### src/rtl/gcm_pkg.sv
// shared constants of the map setup controller: device register offsets,
// write sizes, codes, masks and the error codes reported to the user side.
// assumes the device takes byte offsets on a 7-bit address and a size code.
package gcm_pkg;

   // ********************************************************************
   // device register offsets
   // ********************************************************************
   localparam logic [6:0] OFS_PIXEL_IFACE_CONTROL = 7'h11;
   localparam logic [6:0] OFS_MAP_SELECTOR = 7'h12;
   localparam logic [6:0] OFS_MAP_BASE_ADDRESS = 7'h14;
   localparam logic [6:0] OFS_MAP_WIDTH_MINUS_ONE = 7'h18;
   localparam logic [6:0] OFS_MAP_HEIGHT_MINUS_ONE = 7'h1a;
   localparam logic [6:0] OFS_MAP_PIXEL_FORMAT = 7'h1c;
   localparam logic [6:0] OFS_FORE_MIX_SELECT = 7'h48;
   localparam logic [6:0] OFS_BACK_MIX_SELECT = 7'h49;
   localparam logic [6:0] OFS_DEST_COMPARE_CONTROL = 7'h4a;
   localparam logic [6:0] OFS_PLANE_WRITE_MASK = 7'h50;
   localparam logic [6:0] OFS_CARRY_CHAIN_ENABLE_MASK = 7'h54;
   localparam logic [6:0] OFS_FORE_PIXEL_VALUE = 7'h58;
   localparam logic [6:0] OFS_BACK_PIXEL_VALUE = 7'h5c;
   localparam logic [6:0] OFS_OP_WIDTH_MINUS_ONE = 7'h60;
   localparam logic [6:0] OFS_OP_HEIGHT_MINUS_ONE = 7'h62;

   // ********************************************************************
   // write sizes on the device port
   // ********************************************************************
   localparam logic [1:0] SIZE_BYTE = 2'h0;
   localparam logic [1:0] SIZE_HALF = 2'h1;
   localparam logic [1:0] SIZE_WORD = 2'h2;

   // ********************************************************************
   // values written and limits checked
   // ********************************************************************
   localparam logic [7:0] PIXEL_IFACE_SIMPLE = 8'h00;
   localparam logic [7:0] DEST_COMPARE_OFF = 8'h04;
   localparam logic [3:0] MAP_SEL_LAST = 4'h3;
   localparam logic [7:0] FMT_BIG_ENDIAN_BIT = 8'h08;
   localparam logic [2:0] FMT_DEPTH_16 = 3'h4;
   localparam logic [7:0] MIX_LAST_CODE = 8'h15;
   localparam logic [31:0] LOW_16MB_LIMIT = 32'h0100_0000;

   // ********************************************************************
   // step counts of the two write sequences
   // ********************************************************************
   localparam logic [3:0] MAP_STEPS = 4'h5;
   localparam logic [3:0] OP_STEPS = 4'ha;

   // ********************************************************************
   // user command kinds and error codes
   // ********************************************************************
   typedef enum logic {CMD_MAP_SETUP, CMD_OP_SETUP} gcm_cmd_t;

   localparam logic [2:0] ERR_NONE = 3'h0;
   localparam logic [2:0] ERR_MAP_SEL = 3'h1;
   localparam logic [2:0] ERR_FORMAT = 3'h2;
   localparam logic [2:0] ERR_LOW_16MB = 3'h3;
   localparam logic [2:0] ERR_DIM_ZERO = 3'h4;
   localparam logic [2:0] ERR_MIX = 3'h5;

endpackage : gcm_pkg

### src/rtl/gcm_param_check.sv
// combinational checks on a latched command: format legality, depth masks,
// mix legality and where a map base lies.
// assumes inputs are stable flip-flop outputs of the controller.
`timescale 1ns/1ps
module gcm_param_check #(
   parameter bit LATER_REV = 1'b1
) (
   // map fields
   input wire logic [7:0] format,
   input wire logic [31:0] base,
   // window of local video memory and the bus width flag
   input wire logic [31:0] vram_base,
   input wire logic [31:0] vram_size,
   input wire logic bus16,
   // mixes
   input wire logic [7:0] fore_mix,
   input wire logic [7:0] back_mix,
   // results
   output logic fmt_ok,
   output logic [31:0] depth_mask,
   output logic mix_ok,
   output logic in_vram,
   output logic addr_ok
);

   logic [2:0] depth;
   logic [32:0] vram_end;

   assign depth = format[2:0];
   assign vram_end = {1'b0, vram_base} + {1'b0, vram_size};

   always_comb begin
      fmt_ok = ((format & ~gcm_pkg::FMT_BIG_ENDIAN_BIT) <= {5'h00, gcm_pkg::FMT_DEPTH_16});
      // 16-bit depth only on later revision
      if (depth == gcm_pkg::FMT_DEPTH_16 && !LATER_REV) begin
         fmt_ok = 1'b0;
      end
      // all planes of the pixel size
      unique case (depth)
         3'h0: depth_mask = 32'h0000_0001;
         3'h1: depth_mask = 32'h0000_0003;
         3'h2: depth_mask = 32'h0000_000f;
         3'h3: depth_mask = 32'h0000_00ff;
         default: depth_mask = 32'h0000_ffff;
      endcase
      // logic and arithmetic mix codes only
      mix_ok = (fore_mix <= gcm_pkg::MIX_LAST_CODE) && (back_mix <= gcm_pkg::MIX_LAST_CODE);
      // local only inside base .. base + size
      in_vram = ({1'b0, base} >= {1'b0, vram_base}) && ({1'b0, base} < vram_end);
      // narrow bus reaches system memory below 16MB only
      addr_ok = in_vram || !bus16 || (base < gcm_pkg::LOW_16MB_LIMIT);
   end

endmodule : gcm_param_check

### src/rtl/gcm_setup_ctrl.sv
// host-side controller that programs the map descriptors and the transfer
// parameters of a 2-D graphics coprocessor through its register port.
// assumes the device takes one write per dev_wr and answers with dev_ack.
//
// Summary of operation
// - on a 16-bit bus, system maps below 16MB, else refused.
// - map width written as pixels minus one.
// - map height written as pixels minus one.
// - pixel interface control cleared for simple operations.
// - destination compare written 04 so every pixel updates.
// - plane mask set to ones over the pixel depth.
// - carry chain mask set to ones over the pixel depth.
// - both mixes written in every operation setup.
// - transfer width written as pixels minus one.
// - transfer height written as pixels minus one.
`timescale 1ns/1ps
module gcm_setup_ctrl #(
   parameter bit LATER_REV = 1'b1
) (
   // clock and reset
   input wire logic sys_clk,
   input wire logic rst_n,
   // user command handshake
   input wire logic cmd_valid,
   output logic cmd_ready,
   input wire gcm_pkg::gcm_cmd_t cmd_kind,
   // map setup fields
   input wire logic [3:0] map_sel,
   input wire logic [31:0] map_base,
   input wire logic [15:0] map_width_px,
   input wire logic [15:0] map_height_px,
   input wire logic [7:0] map_format,
   // operation setup fields
   input wire logic [7:0] fore_mix,
   input wire logic [7:0] back_mix,
   input wire logic [31:0] fore_value,
   input wire logic [31:0] back_value,
   input wire logic [15:0] op_width_px,
   input wire logic [15:0] op_height_px,
   input wire logic [7:0] op_format,
   // system configuration
   input wire logic [31:0] vram_base,
   input wire logic [31:0] vram_size,
   input wire logic bus16,
   // results
   output logic done,
   output logic error,
   output logic [2:0] error_code,
   output logic map_in_vram,
   // device register port
   output logic dev_wr,
   output logic [6:0] dev_addr,
   output logic [1:0] dev_size,
   output logic [31:0] dev_wdata,
   input wire logic dev_ack
);

   // ********************************************************************
   // state and latched command
   // ********************************************************************
   typedef enum logic [1:0] {ST_IDLE, ST_CHECK, ST_ISSUE, ST_WAIT} gcm_state_t;

   gcm_state_t state_ff, nxt_state;
   logic [3:0] step_ff, nxt_step;
   gcm_pkg::gcm_cmd_t kind_ff, nxt_kind;
   logic [3:0] sel_ff, nxt_sel;
   logic [31:0] base_ff, nxt_base;
   logic [15:0] width_ff, nxt_width;
   logic [15:0] height_ff, nxt_height;
   logic [7:0] format_ff, nxt_format;
   logic [7:0] fmix_ff, nxt_fmix;
   logic [7:0] bmix_ff, nxt_bmix;
   logic [31:0] fval_ff, nxt_fval;
   logic [31:0] bval_ff, nxt_bval;
   logic done_ff, nxt_done;
   logic error_ff, nxt_error;
   logic [2:0] ecode_ff, nxt_ecode;
   logic in_vram_ff, nxt_in_vram;
   logic wr_ff, nxt_wr;
   logic [6:0] addr_ff, nxt_addr;
   logic [1:0] size_ff, nxt_size;
   logic [31:0] wdata_ff, nxt_wdata;

   logic fmt_ok, mix_ok, in_vram, addr_ok;
   logic [31:0] depth_mask;
   logic [6:0] step_addr;
   logic [1:0] step_size;
   logic [31:0] step_data;
   logic [3:0] last_step;

   // ********************************************************************
   // helpers
   // ********************************************************************
   function automatic logic [15:0] minus_one(input logic [15:0] px);
      minus_one = px - 16'h0001;
   endfunction : minus_one

   gcm_param_check #(
      .LATER_REV(LATER_REV)
   ) u_check (
      .format(format_ff),
      .base(base_ff),
      .vram_base(vram_base),
      .vram_size(vram_size),
      .bus16(bus16),
      .fore_mix(fmix_ff),
      .back_mix(bmix_ff),
      .fmt_ok(fmt_ok),
      .depth_mask(depth_mask),
      .mix_ok(mix_ok),
      .in_vram(in_vram),
      .addr_ok(addr_ok)
   );

   // ********************************************************************
   // write list of each command
   // ********************************************************************
   always_comb begin
      step_addr = gcm_pkg::OFS_MAP_SELECTOR;
      step_size = gcm_pkg::SIZE_BYTE;
      step_data = 32'h0000_0000;
      if (kind_ff == gcm_pkg::CMD_MAP_SETUP) begin
         // selector first, then the descriptor of that map
         unique case (step_ff)
            4'h0: begin
               step_data = {28'h000_0000, sel_ff};
            end
            4'h1: begin
               step_addr = gcm_pkg::OFS_MAP_BASE_ADDRESS;
               step_size = gcm_pkg::SIZE_WORD;
               step_data = base_ff;
            end
            4'h2: begin
               step_addr = gcm_pkg::OFS_MAP_WIDTH_MINUS_ONE;
               step_size = gcm_pkg::SIZE_HALF;
               step_data = {16'h0000, minus_one(width_ff)};
            end
            4'h3: begin
               step_addr = gcm_pkg::OFS_MAP_HEIGHT_MINUS_ONE;
               step_size = gcm_pkg::SIZE_HALF;
               step_data = {16'h0000, minus_one(height_ff)};
            end
            default: begin
               step_addr = gcm_pkg::OFS_MAP_PIXEL_FORMAT;
               step_data = {24'h00_0000, format_ff};
            end
         endcase
      end else begin
         unique case (step_ff)
            4'h0: begin
               step_addr = gcm_pkg::OFS_PIXEL_IFACE_CONTROL;
               step_data = {24'h00_0000, gcm_pkg::PIXEL_IFACE_SIMPLE};
            end
            4'h1: begin
               step_addr = gcm_pkg::OFS_DEST_COMPARE_CONTROL;
               step_data = {24'h00_0000, gcm_pkg::DEST_COMPARE_OFF};
            end
            4'h2: begin
               step_addr = gcm_pkg::OFS_PLANE_WRITE_MASK;
               step_size = gcm_pkg::SIZE_WORD;
               step_data = depth_mask;
            end
            4'h3: begin
               step_addr = gcm_pkg::OFS_CARRY_CHAIN_ENABLE_MASK;
               step_size = gcm_pkg::SIZE_WORD;
               step_data = depth_mask;
            end
            4'h4: begin
               step_addr = gcm_pkg::OFS_FORE_MIX_SELECT;
               step_data = {24'h00_0000, fmix_ff};
            end
            4'h5: begin
               step_addr = gcm_pkg::OFS_BACK_MIX_SELECT;
               step_data = {24'h00_0000, bmix_ff};
            end
            4'h6: begin
               step_addr = gcm_pkg::OFS_FORE_PIXEL_VALUE;
               step_size = gcm_pkg::SIZE_WORD;
               step_data = fval_ff;
            end
            4'h7: begin
               step_addr = gcm_pkg::OFS_BACK_PIXEL_VALUE;
               step_size = gcm_pkg::SIZE_WORD;
               step_data = bval_ff;
            end
            4'h8: begin
               step_addr = gcm_pkg::OFS_OP_WIDTH_MINUS_ONE;
               step_size = gcm_pkg::SIZE_HALF;
               step_data = {16'h0000, minus_one(width_ff)};
            end
            default: begin
               step_addr = gcm_pkg::OFS_OP_HEIGHT_MINUS_ONE;
               step_size = gcm_pkg::SIZE_HALF;
               step_data = {16'h0000, minus_one(height_ff)};
            end
         endcase
      end
   end

   assign last_step = (kind_ff == gcm_pkg::CMD_MAP_SETUP) ?
      gcm_pkg::MAP_STEPS - 4'h1 : gcm_pkg::OP_STEPS - 4'h1;

   // ********************************************************************
   // sequencer
   // ********************************************************************
   always_comb begin
      nxt_state = state_ff;
      nxt_step = step_ff;
      nxt_kind = kind_ff;
      nxt_sel = sel_ff;
      nxt_base = base_ff;
      nxt_width = width_ff;
      nxt_height = height_ff;
      nxt_format = format_ff;
      nxt_fmix = fmix_ff;
      nxt_bmix = bmix_ff;
      nxt_fval = fval_ff;
      nxt_bval = bval_ff;
      nxt_done = 1'b0;
      nxt_error = 1'b0;
      nxt_ecode = ecode_ff;
      nxt_in_vram = in_vram_ff;
      nxt_wr = wr_ff;
      nxt_addr = addr_ff;
      nxt_size = size_ff;
      nxt_wdata = wdata_ff;
      unique case (state_ff)
         ST_IDLE: begin
            if (cmd_valid) begin
               nxt_kind = cmd_kind;
               // only fields of the command taken are replaced
               if (cmd_kind == gcm_pkg::CMD_MAP_SETUP) begin
                  nxt_sel = map_sel;
                  nxt_base = map_base;
                  nxt_width = map_width_px;
                  nxt_height = map_height_px;
                  nxt_format = map_format;
               end else begin
                  nxt_fmix = fore_mix;
                  nxt_bmix = back_mix;
                  nxt_fval = fore_value;
                  nxt_bval = back_value;
                  nxt_width = op_width_px;
                  nxt_height = op_height_px;
                  nxt_format = op_format;
               end
               nxt_state = ST_CHECK;
            end
         end
         ST_CHECK: begin
            nxt_step = 4'h0;
            nxt_ecode = gcm_pkg::ERR_NONE;
            if (width_ff == 16'h0000 || height_ff == 16'h0000) begin
               nxt_ecode = gcm_pkg::ERR_DIM_ZERO;
            end
            if (kind_ff == gcm_pkg::CMD_MAP_SETUP) begin
               // only mask map and maps A to C exist
               if (sel_ff > gcm_pkg::MAP_SEL_LAST) begin
                  nxt_ecode = gcm_pkg::ERR_MAP_SEL;
               end else if (!fmt_ok) begin
                  nxt_ecode = gcm_pkg::ERR_FORMAT;
               end else if (!addr_ok) begin
                  // system map at or above 16MB on narrow bus
                  nxt_ecode = gcm_pkg::ERR_LOW_16MB;
               end
               nxt_in_vram = in_vram;
            end else if (!fmt_ok) begin
               nxt_ecode = gcm_pkg::ERR_FORMAT;
            end else if (!mix_ok) begin
               nxt_ecode = gcm_pkg::ERR_MIX;
            end
            if (nxt_ecode != gcm_pkg::ERR_NONE) begin
               nxt_error = 1'b1;
               nxt_state = ST_IDLE;
            end else begin
               nxt_state = ST_ISSUE;
            end
         end
         ST_ISSUE: begin
            nxt_wr = 1'b1;
            nxt_addr = step_addr;
            nxt_size = step_size;
            nxt_wdata = step_data;
            nxt_state = ST_WAIT;
         end
         ST_WAIT: begin
            // write held until the device takes it
            if (dev_ack) begin
               nxt_wr = 1'b0;
               if (step_ff == last_step) begin
                  nxt_done = 1'b1;
                  nxt_state = ST_IDLE;
               end else begin
                  nxt_step = step_ff + 4'h1;
                  nxt_state = ST_ISSUE;
               end
            end
         end
      endcase
   end

   always_ff @(posedge sys_clk or negedge rst_n) begin
      if (!rst_n) begin
         state_ff <= ST_IDLE;
         step_ff <= 4'h0;
         kind_ff <= gcm_pkg::CMD_MAP_SETUP;
         sel_ff <= 4'h0;
         base_ff <= 32'h0000_0000;
         width_ff <= 16'h0000;
         height_ff <= 16'h0000;
         format_ff <= 8'h00;
         fmix_ff <= 8'h00;
         bmix_ff <= 8'h00;
         fval_ff <= 32'h0000_0000;
         bval_ff <= 32'h0000_0000;
         done_ff <= 1'b0;
         error_ff <= 1'b0;
         ecode_ff <= gcm_pkg::ERR_NONE;
         in_vram_ff <= 1'b0;
         wr_ff <= 1'b0;
         addr_ff <= 7'h00;
         size_ff <= gcm_pkg::SIZE_BYTE;
         wdata_ff <= 32'h0000_0000;
      end else begin
         state_ff <= nxt_state;
         step_ff <= nxt_step;
         kind_ff <= nxt_kind;
         sel_ff <= nxt_sel;
         base_ff <= nxt_base;
         width_ff <= nxt_width;
         height_ff <= nxt_height;
         format_ff <= nxt_format;
         fmix_ff <= nxt_fmix;
         bmix_ff <= nxt_bmix;
         fval_ff <= nxt_fval;
         bval_ff <= nxt_bval;
         done_ff <= nxt_done;
         error_ff <= nxt_error;
         ecode_ff <= nxt_ecode;
         in_vram_ff <= nxt_in_vram;
         wr_ff <= nxt_wr;
         addr_ff <= nxt_addr;
         size_ff <= nxt_size;
         wdata_ff <= nxt_wdata;
      end
   end

   // ********************************************************************
   // outputs
   // ********************************************************************
   assign cmd_ready = (state_ff == ST_IDLE);
   assign done = done_ff;
   assign error = error_ff;
   assign error_code = ecode_ff;
   assign map_in_vram = in_vram_ff;
   assign dev_wr = wr_ff;
   assign dev_addr = addr_ff;
   assign dev_size = size_ff;
   assign dev_wdata = wdata_ff;

endmodule : gcm_setup_ctrl

### config.mk
export PLATFORM = sky130hd
export DESIGN_NAME = gcm_setup_ctrl
export DESIGN_NICKNAME = d
export VERILOG_FILES = /design/src/rtl/gcm_pkg.sv /design/src/rtl/gcm_param_check.sv /design/src/rtl/gcm_setup_ctrl.sv
export SDC_FILE = /design/constraint.sdc
export NUM_CORES = 1
export LEC_CHECK = 0
export BUFFER_PORTS_ARGS = -buffer_cell sky130_fd_sc_hd__buf_2
export CORE_MARGIN = 3
export CORE_UTILIZATION = 50
export CTS_CLUSTER_SIZE = 10
export DETAILED_ROUTE_END_ITERATION = 16
export GPL_TIMING_DRIVEN = 0
export PLACE_DENSITY = 0.88
export REMOVE_ABC_BUFFERS = 1
export SETUP_SLACK_MARGIN = 0.2
export SYNTH_ARGS = -nofsm -noshare
export SYNTH_HDL_FRONTEND = slang
export SYNTH_SLANG_ARGS = --single-unit
### constraint.sdc
create_clock -name sys_clk -period 2.33 [get_ports sys_clk]
set_input_delay 0.1165 -clock sys_clk [delete_from_list [all_inputs] [get_ports sys_clk]]
set_output_delay 0.1165 -clock sys_clk [all_outputs]
set_load 0.01 [all_outputs]
==> flow_summary.json <==
{
  "timing.slew.headroom": 0.109,
  "setup_tns_ns": -8.00,
  "path_max_fanout": 5,
  "p_comb_frac": 0.524,
  "via_per_inst": 6.36,
  "row_count": 59,
  "cts_made_buffers": 25,
  "hold_depth": 3,
  "boundaryPins": 315,
  "drt_iter0_drc": 1613,
  "crit_type": "in2reg",
  "arrival_ns": 3.88,
  "tightest_slew_ns": 1.34,
  "min_from": "map_width_px[14]",
  "syn2layout_area_growth_pct": 48.4,
  "setup_slack_ns": -1.14,
  "gp_congestion": 0.959,
  "seq_area_frac_synth": 0.397,
  "vias": 14500,
  "grt_pass1_wl_mm": 79.5,
  "crit_path_cell_trace": "buf_2, ha_1, a21oi_1, nor3b_1, a31o_4, o21ai_4, a21oi_4, nor3b_2, a311oi_2, ha_1, a21o_1, a211oi_2, o21ai_1, a221oi_2, nand3_2, a21oi_4, a21boi_2, o21a_1",
  "drv_slew": 0,
  "dr.pass1.iters": 6,
  "power.density_mw_per_mm2": 1110,
  "grt_max_degree": 114,
  "postRouteWirelength_mm": 55.9,
  "clk_path_buf_depth": 3,
  "slowest_delay_ns": 0.39,
  "vdd_drop_max_mv": 0.817,
  "grt.total_usage": 0.352,
  "p_sw_mw": 9.69,
  "drc_errors": 0,
  "ys_async_sr_fraction": 1.00,
  "clock.fmax_ghz": 0.288,
  "path_clk_slew_ns": 0.06,
  "dieArea_mm2": 0.0286,
  "ys_warn_count": 0,
  "hold_path_class": "in2reg",
  "die_height_um": 169,
  "io_buffer_count": 314,
  "fin_nets": 2310,
  "cell_internal_pwr_mw": 12.2,
  "hold_viol": 0,
  "ys_seq_elements": 211,
  "finalCritPeriodShare": 1.49,
  "placed_area_mm2": 0.0153,
  "synth_cell_types": 73,
  "clkLatencyLatePin_ns": 0.53,
  "fin_crit_ns": 3.47,
  "dp_cells": 1973,
  "min_to": "width_ff[14]$_DFFE_PN0P_",
  "sequentialPowerShare": 0.319,
  "p_leak_nw": 9.32,
  "antenna_left": 0,
  "die-width_um": 169,
  "max_cap_violations": 0,
  "critPathSlowestCell": "nor3b_1",
  "r2r-start": "width_ff[4]$_DFFE_PN0P_",
  "fin_area_mm2": 0.0198,
  "design.core.area_mm2": 0.0261,
  "cts_root_buf": "clkbuf_16",
  "cp-start-kind": "input pin",
  "ys.flop_type": "dfrtp_1",
  "rr_worst_depth": 8,
  "synth-edff-count": 0,
  "p_total_mw": 21.9,
  "finClkSkew_ns": 0.0173,
  "status": "finished with violations",
  "synth.largest_area_cell": "dfrtp_1",
  "synth.area.top_cells": "dfrtp_1, mux2_2, ha_1",
  "synthTopCellsByCount": "dfrtp_1, nand2_1, o21ai_0",
  "drive_above_1_share": 0.374,
  "report.final.setup_viol": 14,
  "pwr-share-clk": 0.157,
  "reg2reg_to": "dev_wdata[14]$_DFFE_PN0P_",
  "yosysTopAreaCellShare": 0.397,
  "worstPathRequired_ns": 2.74,
  "tritoncts": "done",
  "clock_sinks": 211,
  "finalNonFillerCells": 2285,
  "initial_core_util": 0.510,
  "syn_area_mm2": 0.0133,
  "p_sw_frac": 0.443,
  "violations": "negative setup slack",
  "wire_per_inst_um": 24.4,
  "hold_ws_ns": 0.0151,
  "post-synth-top-count-cell": "dfrtp_1",
  "worst_setup_path_end_kind": "flop",
  "syn_avg_cell_area_um2": 9.66,
  "htreeDepth": 1,
  "netlist_instances": 1378,
  "rrSetupSlack_ns": -0.33,
  "antenna_found_initial": 4,
  "grt_overflow_total": 0,
  "hpwlAfterDp_mm": 31.3,
  "rsz0062_at_grt": "yes",
  "grt_pass1_vias": 14700
}
==> metal layers <==
metal,track usage,share of wire,vias up
met1,0.408,0.35,6908
met4,0.222,0.078,2
met2,0.605,0.48,1082
met5,0,0.00023,-
li1,-,-,6198
met3,0.0643,0.089,336
==> stage by stage <==
stage,setup WS [ns],utilization
floorplan,-4.02,-
global placement,-6.52,0.577
detailed placement,-2.68,0.584
CTS,-1.11,0.724
global route,-1.33,0.756
finish,-1.14,0.756
==> logic make-up after synthesis <==
logic type | Yosys count | synth area share
AO/OA/AOI/OAI | 387 | 0.186
XOR/XNOR | 52 | 0.0348
adder cells (fa/ha/maj) | 102 | 0.0964
buffers and inverters | 124 | 0.0352
flip-flops | 211 | 0.397
multiplexers | 157 | 0.129
AND/OR/NAND/NOR | 345 | 0.122
==> worst max-delay path by stage <==
stage / from / end / slack (ns) / cells after the start
after floorplan: state_ff[1]$_DFFE_PN0P_ / bmix_ff[0]$_DFFE_PN0P_ / -4.02 / 4
after global placement: state_ff[1]$_DFFE_PN0P_ / bval_ff[31]$_DFFE_PN0P_ / -6.52 / 4
after detailed placement: vram_base[0] / state_ff[1]$_DFFE_PN0P_ / -2.68 / 20
after CTS: vram_size[0] / error$_DFF_PN0_ / -1.11 / 20
after global routing: vram_base[17] / state_ff[1]$_DFFE_PN0P_ / -1.33 / 18
final: vram_base[17] / error$_DFF_PN0_ / -1.14 / 18
==> placed cells by master, fill, tap and decap left out, drive strengths merged, types with 27 or more instances in the layout <==
| cell | count |
|---|---|
| inv | 63 |
| dlygate4sd3 | 192 |
| dfrtp | 211 |
| a22oi | 47 |
| nand2 | 152 |
| clkbuf | 30 |
| nor2 | 60 |
| o21ai | 137 |
| mux2i | 42 |
| a21oi | 70 |
| nand3 | 27 |
| buf | 399 |
| xnor2 | 32 |
| mux2 | 115 |
| ha | 101 |
==> power groups by stage <==
stage / combinational [mW] / clock, mW / sequential [mW]
final: 11.5 / 3.43 / 6.98
after global routing: 12.2 / 3.60 / 7.06
after CTS: 9.74 / 3.40 / 6.68
after detailed placement: 7.93 / 0 / 6.68
after global placement: 7.61 / 0 / 6.61
after floorplan: 5.25 / 0 / 6.28
==> critical path, delay by kind of cell <==
family                     cells  cell delay [ns]
adders and majority gates      2             0.67
buffers and inverters          1             0.12
and+or+nand+nor                3             0.62
AOI/OAI and AO/OA             12             2.33
==> sequential cells by signal, summed over array words and instances, names as in the netlist, 2 cells and up <==
signal      flops
dev_size        2
format_ff       8
bmix_ff         8
height_ff      16
dev_wdata      32
error_code      3
fval_ff        32
state_ff        2
fmix_ff         8
sel_ff          4
base_ff        32
dev_addr        7
width_ff       16
step_ff         4
bval_ff        32
==> final cells by class <==
class | count | area (um^2)
multi-input cells | 1049 | 8760
repair buffers | 592 | 4370
inverters | 63 | 248
flip-flops and latches | 211 | 5290
well taps | 335 | 419
diodes | 4 | 10.0
fillers | 1602 | 6380
clock buffers | 29 | 641
clock inverters | 2 | 16.3
==> timing repair <==
action                     CTS  global route
hold endpoints to repair   253             0
buffers inserted            41            38
setup endpoints to repair  164            73
hold buffers               192             0
pin swaps                   57            86
resized for setup          163           116
cloned                       4             2
No activity file was read; power rests on OpenSTA's default activity.
